**config.mk**
```make
export PLATFORM = sky130hd
export DESIGN_NAME = sac_top
export DESIGN_NICKNAME = d
export VERILOG_FILES = /design/src/rtl/sac_pkg.sv /design/src/rtl/sac_clkdiv.sv /design/src/rtl/sac_top.sv
export VERILOG_INCLUDE_DIRS = /design/src /design/src/rtl
export SDC_FILE = /design/constraint.sdc
export NUM_CORES = 1
export LEC_CHECK = 0
export ABC_CLOCK_PERIOD_IN_PS = 7100
export BUFFER_PORTS_ARGS = -buffer_cell sky130_fd_sc_hd__buf_2
export CORE_MARGIN = 8
export CORE_UTILIZATION = 60
export CTS_BUF_LIST = sky130_fd_sc_hd__clkbuf_4
export DETAILED_ROUTE_END_ITERATION = 6
export HOLD_SLACK_MARGIN = 0.02
export PLACE_DENSITY = 0.83
export REMOVE_ABC_BUFFERS = 1
export SYNTH_ARGS = -nofsm -noshare
export SYNTH_HDL_FRONTEND = slang
export SYNTH_HIERARCHICAL = 1
export SYNTH_SLANG_ARGS = --single-unit
export TNS_END_PERCENT = 1
```
**constraint.sdc**
```tcl
create_clock -name pclk -period 7.1 [get_ports pclk]
set_input_delay 2.13 -clock pclk [delete_from_list [all_inputs] [get_ports pclk]]
set_output_delay 2.13 -clock pclk [all_outputs]
set_load 0.01 [all_outputs]
```
**src/rtl/sac_params.svh**
```systemverilog
// Purpose: Offsets, field positions, reset values and counts of the converter sequencer.
// Assumes: Register indices are word indices; byte address is four times the index.
// Notes: Definitions only.
`ifndef SAC_PARAMS_SVH
`define SAC_PARAMS_SVH
`define SAC_IDX_CTRL2 12'h3d4
`define SAC_IDX_CTRL0 12'h3d6
`define SAC_IDX_CTRL1 12'h3d7
`define SAC_IDX_RES0 12'h3c0
`define SAC_RST_CTRL0 8'h00
`define SAC_RST_CTRL1 8'h00
`define SAC_RST_CTRL2 8'h00
`define SAC_MASK_CTRL0 8'hff
`define SAC_MASK_CTRL1 8'hf7
`define SAC_MASK_CTRL2 8'h16
`define SAC_CH_LSB 0
`define SAC_MD_LSB 3
`define SAC_TRG_BIT 5
`define SAC_GO_BIT 6
`define SAC_CONV_CLK_SEL_0_BIT 7
`define SAC_SCAN_LSB 0
`define SAC_SWP1_BIT 2
`define SAC_CONV_CLK_SEL_1_BIT 4
`define SAC_PWR_BIT 5
`define SAC_EXT_LSB 6
`define SAC_GRP_LSB 1
`define SAC_CONV_CLK_SEL_2_BIT 4
`define SAC_DIV_4 4'd4
`define SAC_DIV_2 4'd2
`define SAC_DIV_1 4'd1
`define SAC_DIV_12 4'd12
`define SAC_DIV_6 4'd6
`define SAC_DIV_3 4'd3
`define SAC_CONV_CYC 6'd43
`define SAC_SAR_START 6'd33
`define SAC_SAR_MSB 10'h200
`endif

```
**src/rtl/sac_pkg.sv**
```systemverilog
// Purpose: Types shared by the converter sequencer files.
// Assumes: Nothing beyond the params header.
// Notes: Encodings follow the mode field.
package sac_pkg;
    typedef enum logic [1:0] {
        SAC_MD_ONESHOT = 2'b00,
        SAC_MD_REPEAT = 2'b01,
        SAC_MD_SWEEP = 2'b10,
        SAC_MD_RSWEEP = 2'b11
    } sac_mode_t;
    typedef enum logic [2:0] {
        SAC_ST_IDLE = 3'b000,
        SAC_ST_WAIT = 3'b001,
        SAC_ST_CONV = 3'b010,
        SAC_ST_STORE = 3'b011,
        SAC_ST_DONE = 3'b100
    } sac_state_t;
endpackage

```
**src/rtl/sac_clkdiv.sv**
```systemverilog
// Purpose: Conversion clock enable derived from the base clock.
// Assumes: The base clock is pclk itself.
// Notes: Emits a one-cycle tick per conversion clock period.
`timescale 1ns/1ps
`include "sac_params.svh"
module sac_clkdiv (
    input wire logic pclk,
    input wire logic presetn,
    input wire logic ce,
    input wire logic run,
    input wire logic [2:0] sel,
    output logic phi_tick
);
    logic [3:0] cnt_r;
    logic [3:0] div;
    logic [3:0] gap_r;
    logic seen_r;

    function automatic logic [3:0] sac_div(input logic [2:0] s);
        case (s)
            3'b000: sac_div = `SAC_DIV_4;
            3'b001: sac_div = `SAC_DIV_2;
            3'b010: sac_div = `SAC_DIV_1;
            3'b011: sac_div = `SAC_DIV_1;
            3'b100: sac_div = `SAC_DIV_12;
            3'b101: sac_div = `SAC_DIV_6;
            // The code 111 has no defined rate; the slowest safe pick would waste time, so divide-by-3 is kept.
            default: sac_div = `SAC_DIV_3;
        endcase
    endfunction

    assign div = sac_div(sel);
    assign phi_tick = run & ce & (cnt_r >= div - 4'd1);

    always_ff @(posedge pclk or negedge presetn) begin
        if (!presetn) begin
            cnt_r <= 4'h0;
        end else if (ce) begin
            if (!run || phi_tick) begin
                cnt_r <= 4'h0;
            end else begin
                cnt_r <= cnt_r + 4'h1;
            end
        end
    end

    always_ff @(posedge pclk or negedge presetn) begin
        if (!presetn) begin
            gap_r <= 4'h0;
            seen_r <= 1'b0;
        end else if (ce) begin
            gap_r <= (phi_tick || !run) ? 4'h0 : gap_r + 4'h1;
            seen_r <= run & (seen_r | phi_tick);
        end
    end
endmodule

```
**src/rtl/sac_top.sv**
```systemverilog
// Purpose: APB-reached sequencer of a 10-bit successive-approximation converter.
// Assumes: Comparator and external trigger pin are synchronous to pclk.
// Notes: Results of input i land in result register i; an extended input lands in register 1 for ext code 10, else in register 0.
//
// Design decision made here: the APB interface to the registers.
`timescale 1ns/1ps
`include "sac_params.svh"
module sac_top (
    input wire logic pclk,
    input wire logic presetn,
    input wire logic ce,
    input wire logic psel,
    input wire logic penable,
    input wire logic pwrite,
    input wire logic [15:0] paddr,
    input wire logic [31:0] pwdata,
    output logic [31:0] prdata,
    output logic pready,
    output logic pslverr,
    input wire logic external_start_pin,
    input wire logic ana_cmp,
    output logic ana_power,
    output logic ana_sample,
    output logic [9:0] ana_trial,
    output logic [1:0] ana_group,
    output logic [2:0] ana_chan,
    output logic [1:0] ana_ext,
    output logic conv_done_irq
);
    ////////////////////////////////////////////////////////////////////////////
    logic [7:0] ctrl0_r;
    logic [7:0] ctrl1_r;
    logic [7:0] ctrl2_r;
    logic [9:0] res_r [8];
    logic [31:0] prdata_r;
    logic [3:0] hit;
    logic wr_acc;
    logic phi_tick;
    logic pwr_ready_r;
    logic trig_prev_r;
    logic trig_fall;
    logic go;
    logic trigger_source_sel;
    logic pwr_on;
    logic [2:0] last_idx;
    logic [2:0] first_idx;
    sac_pkg::sac_mode_t mode;
    sac_pkg::sac_state_t state_r;
    sac_pkg::sac_state_t state_nxt;
    logic load;
    logic step;
    logic [5:0] cnt_r;
    logic [9:0] sar_r;
    logic [9:0] mask_r;
    logic [2:0] idx_r;
    logic [1:0] ext_r;
    logic irq_r;

    // Codes: 1..3 control registers, 8..15 result registers, 0 unmapped.
    function automatic logic [3:0] sac_decode(input logic [15:0] a);
        sac_decode = 4'h0;
        if (a[15:14] == 2'b00 && a[1:0] == 2'b00) begin
            if (a[13:2] == `SAC_IDX_CTRL0) begin
                sac_decode = 4'h1;
            end else if (a[13:2] == `SAC_IDX_CTRL1) begin
                sac_decode = 4'h2;
            end else if (a[13:2] == `SAC_IDX_CTRL2) begin
                sac_decode = 4'h3;
            end else if (a[13:5] == `SAC_IDX_RES0 >> 3) begin
                sac_decode = {1'b1, a[4:2]};
            end
        end
    endfunction

    ////////////////////////////////////////////////////////////////////////////
    assign hit = sac_decode(paddr);
    assign wr_acc = ce & psel & penable & pwrite;
    assign pready = 1'b1;
    assign pslverr = psel & penable & (hit == 4'h0);
    assign prdata = prdata_r;

    always_ff @(posedge pclk or negedge presetn) begin
        if (!presetn) begin
            ctrl0_r <= `SAC_RST_CTRL0;
        end else if (ce) begin
            if (wr_acc && hit == 4'h1) begin
                ctrl0_r <= pwdata[7:0] & `SAC_MASK_CTRL0;
            end else if (state_r == sac_pkg::SAC_ST_DONE) begin
                ctrl0_r[`SAC_GO_BIT] <= 1'b0;
            end
        end
    end

    always_ff @(posedge pclk or negedge presetn) begin
        if (!presetn) begin
            ctrl1_r <= `SAC_RST_CTRL1;
            ctrl2_r <= `SAC_RST_CTRL2;
        end else if (ce && wr_acc) begin
            if (hit == 4'h2) begin
                ctrl1_r <= pwdata[7:0] & `SAC_MASK_CTRL1;
            end
            if (hit == 4'h3) begin
                ctrl2_r <= pwdata[7:0] & `SAC_MASK_CTRL2;
            end
        end
    end

    // Read data is captured in the setup cycle so that it comes from a flip-flop.
    always_ff @(posedge pclk or negedge presetn) begin
        if (!presetn) begin
            prdata_r <= 32'h0000_0000;
        end else if (ce && psel && !penable) begin
            case (hit)
                4'h1: prdata_r <= {24'h00_0000, ctrl0_r};
                4'h2: prdata_r <= {24'h00_0000, ctrl1_r};
                4'h3: prdata_r <= {24'h00_0000, ctrl2_r};
                4'h8, 4'h9, 4'ha, 4'hb, 4'hc, 4'hd, 4'he, 4'hf: prdata_r <= {22'h00_0000, res_r[hit[2:0]]};
                default: prdata_r <= 32'h0000_0000;
            endcase
        end
    end

    ////////////////////////////////////////////////////////////////////////////
    assign go = ctrl0_r[`SAC_GO_BIT];
    assign trigger_source_sel = ctrl0_r[`SAC_TRG_BIT];
    assign pwr_on = ctrl1_r[`SAC_PWR_BIT];
    assign mode = sac_pkg::sac_mode_t'(ctrl0_r[`SAC_MD_LSB +: 2]);
    assign last_idx = {ctrl1_r[`SAC_SCAN_LSB +: 2], 1'b1};
    assign ana_power = pwr_on;
    assign ana_group = ctrl2_r[`SAC_GRP_LSB +: 2];
    assign ana_chan = idx_r;
    assign ana_ext = ext_r;
    assign ana_trial = sar_r;
    assign ana_sample = (state_r == sac_pkg::SAC_ST_CONV) && (cnt_r < `SAC_SAR_START);
    assign conv_done_irq = irq_r;
    assign trig_fall = trig_prev_r & ~external_start_pin & go & trigger_source_sel;

    always_comb begin
        if (mode[1]) begin
            first_idx = 3'h0;
        end else if (ctrl1_r[`SAC_EXT_LSB +: 2] != 2'b00) begin
            first_idx = {2'b00, ctrl1_r[`SAC_EXT_LSB +: 2] == 2'b10};
        end else begin
            first_idx = ctrl0_r[`SAC_CH_LSB +: 3];
        end
    end

    sac_clkdiv u_div (
        .pclk(pclk),
        .presetn(presetn),
        .ce(ce),
        .run(pwr_on),
        .sel({ctrl2_r[`SAC_CONV_CLK_SEL_2_BIT], ctrl1_r[`SAC_CONV_CLK_SEL_1_BIT], ctrl0_r[`SAC_CONV_CLK_SEL_0_BIT]}),
        .phi_tick(phi_tick)
    );

    // One conversion clock must pass after power-up before a start is honoured.
    always_ff @(posedge pclk or negedge presetn) begin
        if (!presetn) begin
            pwr_ready_r <= 1'b0;
            trig_prev_r <= 1'b1;
        end else if (ce) begin
            pwr_ready_r <= pwr_on & (pwr_ready_r | phi_tick);
            trig_prev_r <= external_start_pin;
        end
    end

    ////////////////////////////////////////////////////////////////////////////
    always_comb begin
        state_nxt = state_r;
        load = 1'b0;
        step = 1'b0;
        if (!go || !pwr_on) begin
            state_nxt = sac_pkg::SAC_ST_IDLE;
        end else if (trigger_source_sel && trig_fall && state_r != sac_pkg::SAC_ST_IDLE && state_r != sac_pkg::SAC_ST_DONE) begin
            state_nxt = sac_pkg::SAC_ST_CONV;
            load = 1'b1;
        end else begin
            case (state_r)
                sac_pkg::SAC_ST_IDLE: begin
                    if (pwr_ready_r && trigger_source_sel) begin
                        state_nxt = sac_pkg::SAC_ST_WAIT;
                    end else if (pwr_ready_r) begin
                        state_nxt = sac_pkg::SAC_ST_CONV;
                        load = 1'b1;
                    end
                end
                sac_pkg::SAC_ST_WAIT: begin
                    state_nxt = trigger_source_sel ? sac_pkg::SAC_ST_WAIT : sac_pkg::SAC_ST_IDLE;
                end
                sac_pkg::SAC_ST_CONV: begin
                    if (phi_tick && cnt_r == `SAC_CONV_CYC - 6'd1) begin
                        state_nxt = sac_pkg::SAC_ST_STORE;
                    end
                end
                sac_pkg::SAC_ST_STORE: begin
                    case (mode)
                        sac_pkg::SAC_MD_ONESHOT: state_nxt = sac_pkg::SAC_ST_DONE;
                        sac_pkg::SAC_MD_REPEAT: begin
                            state_nxt = sac_pkg::SAC_ST_CONV;
                            load = 1'b1;
                        end
                        sac_pkg::SAC_MD_SWEEP: begin
                            if (idx_r == last_idx) begin
                                state_nxt = sac_pkg::SAC_ST_DONE;
                            end else begin
                                state_nxt = sac_pkg::SAC_ST_CONV;
                                step = 1'b1;
                            end
                        end
                        default: begin
                            state_nxt = sac_pkg::SAC_ST_CONV;
                            load = (idx_r == last_idx);
                            step = (idx_r != last_idx);
                        end
                    endcase
                end
                sac_pkg::SAC_ST_DONE: state_nxt = sac_pkg::SAC_ST_IDLE;
                default: state_nxt = sac_pkg::SAC_ST_IDLE;
            endcase
        end
    end

    always_ff @(posedge pclk or negedge presetn) begin
        if (!presetn) begin
            state_r <= sac_pkg::SAC_ST_IDLE;
            cnt_r <= 6'd0;
            irq_r <= 1'b0;
        end else if (ce) begin
            state_r <= state_nxt;
            irq_r <= (state_r == sac_pkg::SAC_ST_DONE);
            if (load || step || state_nxt != sac_pkg::SAC_ST_CONV) begin
                cnt_r <= 6'd0;
            end else if (phi_tick) begin
                cnt_r <= cnt_r + 6'd1;
            end
        end
    end

    // The trial word holds the decided bits plus the bit under test.
    always_ff @(posedge pclk or negedge presetn) begin
        if (!presetn) begin
            sar_r <= 10'h000;
            mask_r <= 10'h000;
        end else if (ce) begin
            if (load) begin
                sar_r <= 10'h000;
                mask_r <= 10'h000;
            end else if (state_r == sac_pkg::SAC_ST_CONV && phi_tick) begin
                if (cnt_r == `SAC_SAR_START - 6'd1) begin
                    sar_r <= `SAC_SAR_MSB;
                    mask_r <= `SAC_SAR_MSB;
                end else if (cnt_r >= `SAC_SAR_START) begin
                    sar_r <= (ana_cmp ? sar_r : (sar_r & ~mask_r)) | (mask_r >> 1);
                    mask_r <= mask_r >> 1;
                end
            end
        end
    end

    always_ff @(posedge pclk or negedge presetn) begin
        if (!presetn) begin
            idx_r <= 3'h0;
            ext_r <= 2'b00;
        end else if (ce) begin
            if (load) begin
                idx_r <= first_idx;
                ext_r <= mode[1] ? 2'b00 : ctrl1_r[`SAC_EXT_LSB +: 2];
            end else if (step) begin
                idx_r <= idx_r + 3'h1;
            end
        end
    end

    generate
        for (genvar i = 0; i < 8; i++) begin : g_res
            always_ff @(posedge pclk or negedge presetn) begin
                if (!presetn) begin
                    res_r[i] <= 10'h000;
                end else if (ce && state_r == sac_pkg::SAC_ST_STORE && idx_r == 3'(i)) begin
                    res_r[i] <= sar_r;
                end
            end
        end
    endgenerate
endmodule

```
== After elaboration in Yosys (flattened, before gate mapping) ==
Cells that the tools add are included.

* Reductions and logical operators: 54
* Bitwise logic cells: 17
* $add $sub $neg: 4
* Equal/unequal tests: 40
* Multiplexer cells: 49
* $lt $le $gt $ge: 4

{| class="wikitable"
|+ Operators by type and width
! cell !! number
|-
| 10-bit 2-to-1 mux || 11
|-
| 10-bit one-hot mux with 4 select lines || 1
|-
| 12-bit by 10-bit equality test with 1-bit output, second input constant || 3
|-
| 4-bit equality test, second input constant || 8
|-
| 10-bit binary-select mux with 3-bit select || 1
|-
| 3-bit 2-to-1 mux || 10
|-
| 4-bit 2-to-1 mux || 6
|-
| 3-bit equality test, second input constant || 7
|-
| 1-bit logical AND || 21
|-
| 4-bit one-hot mux with 5 select lines || 1
|-
| 3-bit by 2-bit equality test with 1-bit output, second input constant || 6
|-
| 2-bit AND reduction || 7
|-
| 6-bit equality test, second input constant || 2
|-
| 6-bit 2-to-1 mux || 2
|-
| 3-bit one-hot mux with 4 select lines || 1
|-
| 1-bit bitwise AND || 11
|-
| 1-bit 2-to-1 mux || 11
|-
| 10-bit bitwise AND || 1
|-
| 10-bit inverter || 1
|-
| 10-bit by 9-bit bitwise OR with 10-bit output || 1
|-
| 2-bit nonzero test || 5
|-
| 3-bit by 1-bit equality test with 1-bit output, second input constant || 3
|-
| 9-bit by 7-bit equality test with 1-bit output, second input constant || 1
|-
| 3-bit zero test || 3
|-
| other kinds (30) || 44
|}

* Output and inout port bits: 54
* Bits of input ports: 56
* Bits in registers: 171

== Logic depth before layout (Yosys ltp) ==
* Depth after elaboration: 15
* Gate-level depth with buffers: 14
* Mapped depth without buffers: 13

== By module ==
The synthesis kept the hierarchy.

{| class="wikitable"
|+ Modules (own cells, without submodules)
! module !! cells each !! area each (um^2) !! instances !! sequential area each (um^2)
|-
| sac_top || 681 || 7464.7 || 1 || 3629.7
|-
| sac_clkdiv || 34 || 346.6 || 1 || 100.1
|}

== Worst setup path before layout ==
No wires, ideal clock.

* Path kind: in2out
* Start: in paddr[7]
* End: out pslverr
* Stages on the path: 5
* Path buffers: 2
* Slack: 1.685 ns
* Arrival time: 3.285 ns
* Cells stage by stage: or4b_4 -> buf_6 -> nor3_4 -> buf_4 -> a21oi_1

* Cells in the longest elaborated chain, start to end: 8

{| class="wikitable"
|+ Ends and longest elaborated chain
! what !! line !! RTL
|-
| start: declaration || sac_top.sv:15 || <nowiki>input wire logic [15:0] paddr,</nowiki>
|-
| 9-bit by 7-bit equality test with 1-bit output || sac_top.sv:69 || <nowiki>end else if (a[13:5] == `SAC_IDX_RES0 >> 3) begin</nowiki>
|-
| 4-bit 2-to-1 mux || sac_top.sv:69 ||
|-
| 4-bit 2-to-1 mux || sac_top.sv:67 || <nowiki>end else if (a[13:2] == `SAC_IDX_CTRL2) begin</nowiki>
|-
| 4-bit 2-to-1 mux || sac_top.sv:65 || <nowiki>end else if (a[13:2] == `SAC_IDX_CTRL1) begin</nowiki>
|-
| 4-bit 2-to-1 mux * || sac_top.sv:63 || <nowiki>if (a[13:2] == `SAC_IDX_CTRL0) begin</nowiki>
|-
| 4-bit 2-to-1 mux * || sac_top.sv:62 || <nowiki>if (a[15:14] == 2'b00 && a[1:0] == 2'b00) begin</nowiki>
|-
| 4-bit zero test * || sac_top.sv:79 || <nowiki>assign pslverr = psel & penable & (hit == 4'h0);</nowiki>
|-
| 1-bit bitwise AND * || sac_top.sv:79 ||
|-
| end: declaration || sac_top.sv:19 || <nowiki>output logic pslverr,</nowiki>
|}

Every way passes the cells marked *; elsewhere a longest branch is shown, timed or not.

== Worst setup path after layout ==
Same ends and word-level chain as after synthesis.

==> metrics.md <==
| Metric | Value |
|---|---|
| Max Cap Viol | `0` |
| Power Total | `1.62 mW` |
| Worst EP arrival | `3690 ps` |
| Max VDD drop | `around 120 uV` |
| Critical path required time | `roughly 5000 ps` |
| Fmax | `between 150 and 200 MHz` |
| CORE AREA | `0.0127 sq mm` |
| Slowest cell on the critical path | `or4b_4` |
| CTS Buf Count | `17` |
| P&R area growth vs syn | `7.74%` |
| Ys flop type | `dfrtp_1` |
| Longest Clk Path Bufs | `2` |
| Io pins | `between 100 and 150` |
| Sequential share of the synthesized area | `0.477` |
| Crit start category | `primary input` |
| Post-synthesis sequential element count | `approximately 150` |
| # hold bufs at CTS | `0` |
| Yosys warning count | `6` |
| Pre-Repair DR Iteration Count | `5` |
| Final Hold Violating Endpoints | `0` |
| Final wirelength | `19.9 mm` |
| CTS root buffer | `clkbuf_4` |
| Vias in the first global route | `5986` |
| Status | `finished, final reports clean` |
| FFs w/ async S/R, synth | `1.00` |
| Worst-path cell chain | `buf_2 > or4b_4 > nor3_4 > a21oi_1 > buf_2` |
| Total GRT Usage | `0.245` |
| Worst hold path type | `register to register` |
| HP Start | `prdata[9]$_DFFE_PN0P_` |
| Mapped Cells | `just over 700` |
| Worst-Skew Late Latency | `around 570 ps` |
| Fin. max-slew vios | `0` |
| Final setup violation count | `0` |
| Die X | `around 130 um` |
| Worst reg2reg path endpoint | `cnt_r[2]$_DFFE_PN0P_` |
| DRC errors left | `0` |
| Yosys cell types | `81` |
| CTS H-tree lvls | `4` |
| Die ar. | `0.0169 sq mm` |
| Final ANT Viol Nets | `0` |
| Critical path depth | `5` |
| Post-DR wirelength/cell | `about 21 um` |
| IO Port Bufs | `slightly above 60` |
| Drt via density | `approximately 6.4` |
| Delay-heaviest family, CP | `simple AND/OR/NAND/NOR gates` |
| Reg clk slew, reported paths | `between 100 and 150 ps` |
| Clock skew | `roughly 23 ps` |
| Initial antenna violation count | `0` |
| Clock sinks | `149` |
| Minimum clock period after layout | `5820 ps` |
| TritonCTS clock tree | `done` |
| Critical Path Start | `paddr[7]` |
| Post-DP HPWL | `about 14 mm` |
| Reg2reg setup slack | `between 3000 and 4000 ps` |
| Final estimated routing congestion in global placement | `0.873` |
| WHS | `around 500 ps` |
| First-pass GRT wire length | `about 32 mm` |
| Setup_tns | `0 ps` |
| Most frequent cells in the layout | `dfrtp_1 (148), mux2_2 (97), buf_2 (61)` |
| Via count | `a little over 6000` |
| Final period util | `0.820` |
| Starting density of the core | `0.616` |
| Mean area per synthesized cell | `between 10 and 15 sq um` |
| Unrepaired setup endpoints after global routing | `no` |
| CP peak stage delay | `roughly 600 ps` |
| Leak | `just over 4 nW` |
| Slew margin rel. | `0.267` |
| Post-cts sizing count | `0` |
| Crit Path Category | `primary input to primary output` |
| FF-to-FF path depth | `12` |
| Post-synth EDFFs | `0` |
| Most used cell, CP | `buf_2` |
| # rows | `41` |
| Worst Max-Slew Pin Slew | `roughly 1100 ps` |
| DIE HEIGHT | `between 100 and 150 um` |
| Critical path fanouts, max | `12` |
| Worst Setup EP | `pslverr` |
| Worst path bufs/invs | `2` |
| Final #Nets | `840` |
| Worst Setup End Kind | `primary output` |
| Share of cells above drive strength 1 | `0.273` |
| Cell area after synthesis | `0.00781 sq mm` |
| Power Density | `just under 200 mW/mm^2` |
| Largest net degree at the start of global routing | `between 100 and 150` |
| Commonest non-fill, non-tap cell in the layout | `dfrtp_1` |
| RR Startpoint | `ctrl1_r[4]$_DFFE_PN0P_` |
| First DRT Iteration DRCs | `717` |
| Setup Fix Bufs, Post-CTS | `0` |
| GR Overflow Total | `0` |
state kept, by name, summed over array words and instances, names as in the netlist:
signal         cells
res_r             80
mask_r            10
u_div/cnt_r        4
ana_chan           3
ana_trial         10
ctrl2_r            3
pwr_ready_r        1
conv_done_irq      1
prdata            10
state_r            3
trig_prev_r        1
ctrl0_r            8
cnt_r              6
ana_ext            2
ctrl1_r            7
final cells by class:
type | instances | area [sq um]
inverters | 25 | 93.8
fillers | 953 | 4260
clock inverters | 11 | 134
clock buffers | 21 | 158
multi-input cells | 509 | 3740
flip-flops and latches | 149 | 3730
diodes | 1 | 2.50
well taps | 172 | 215
repair buffers | 66 | 347
power breakdown:
group,internal (mW),switching [mW]
Sequential,0.864,0.0160
Combinational,0.0769,0.118
Clock,0.255,0.292
Total,1.20,0.426
cell families (layout without fill, tap and decap cells):
kind of cell | Yosys count | count (layout) | share of synthesized area
xor+xnor | 4 | 4 | 0.00449
buf+inv | 78 | 123 | 0.0543
other cells | 2 | 24 | 0.000961
fa+ha+maj | 16 | 16 | 0.0256
simple gates | 201 | 201 | 0.146
mux | 107 | 107 | 0.154
flops | 149 | 149 | 0.477
compound gates | 158 | 158 | 0.138
layer usage:
metal | vias to the layer above | global-route usage | part of all wire
li1 | 2718 | - | -
met1 | 3040 | 0.313 | 0.40
met2 | 283 | 0.387 | 0.48
met3 | 50 | 0.0628 | 0.095
met4 | 0 | 0.112 | 0.030
met5 | - | 0 | 0
cell usage after synthesis, drive strengths merged (8+ instances only):
library cell / number / area, sq um
buf: 40 / 282
a31oi: 8 / 50.1
nor2: 39 / 146
o22ai: 14 / 87.6
o2111ai: 8 / 70.1
nor3: 9 / 66.3
nand3: 14 / 70.1
dfrtp: 148 / 3700
nand2: 62 / 238
ha: 16 / 200
inv: 25 / 93.8
mux2: 104 / 1170
nor2b: 8 / 50.1
clkbuf: 13 / 48.8
a21oi: 24 / 120
nor4: 17 / 149
o21ai: 47 / 235
worst min path at each step:
stage / endpoint / slack [ps] / depth (start not counted)
final: prdata[9]$_DFFE_PN0P_ / 500 / 1
after global routing: res_r[14]$_DFFE_PN0P_ / 530 / 1
after CTS: prdata[8]$_DFFE_PN0P_ / 510 / 1
after detailed placement: prdata[8]$_DFFE_PN0P_ / 480 / 1
after global placement: mask_r[0]$_DFFE_PN0P_ / 460 / 2
after floorplan: mask_r[0]$_DFFE_PN0P_ / 450 / 2
per-stage QoR:
step	instance area, sq um	worst slack [ps]	util	std cells
after detailed placement	8120	1290	0.641	921
after floorplan	7560	1680	-	683
final	8420	1280	0.664	954
after global placement	8120	1310	0.641	921
after global routing	8410	1200	0.664	953
after CTS	8410	1280	0.664	953
No activity file was read; power rests on OpenSTA's default activity.
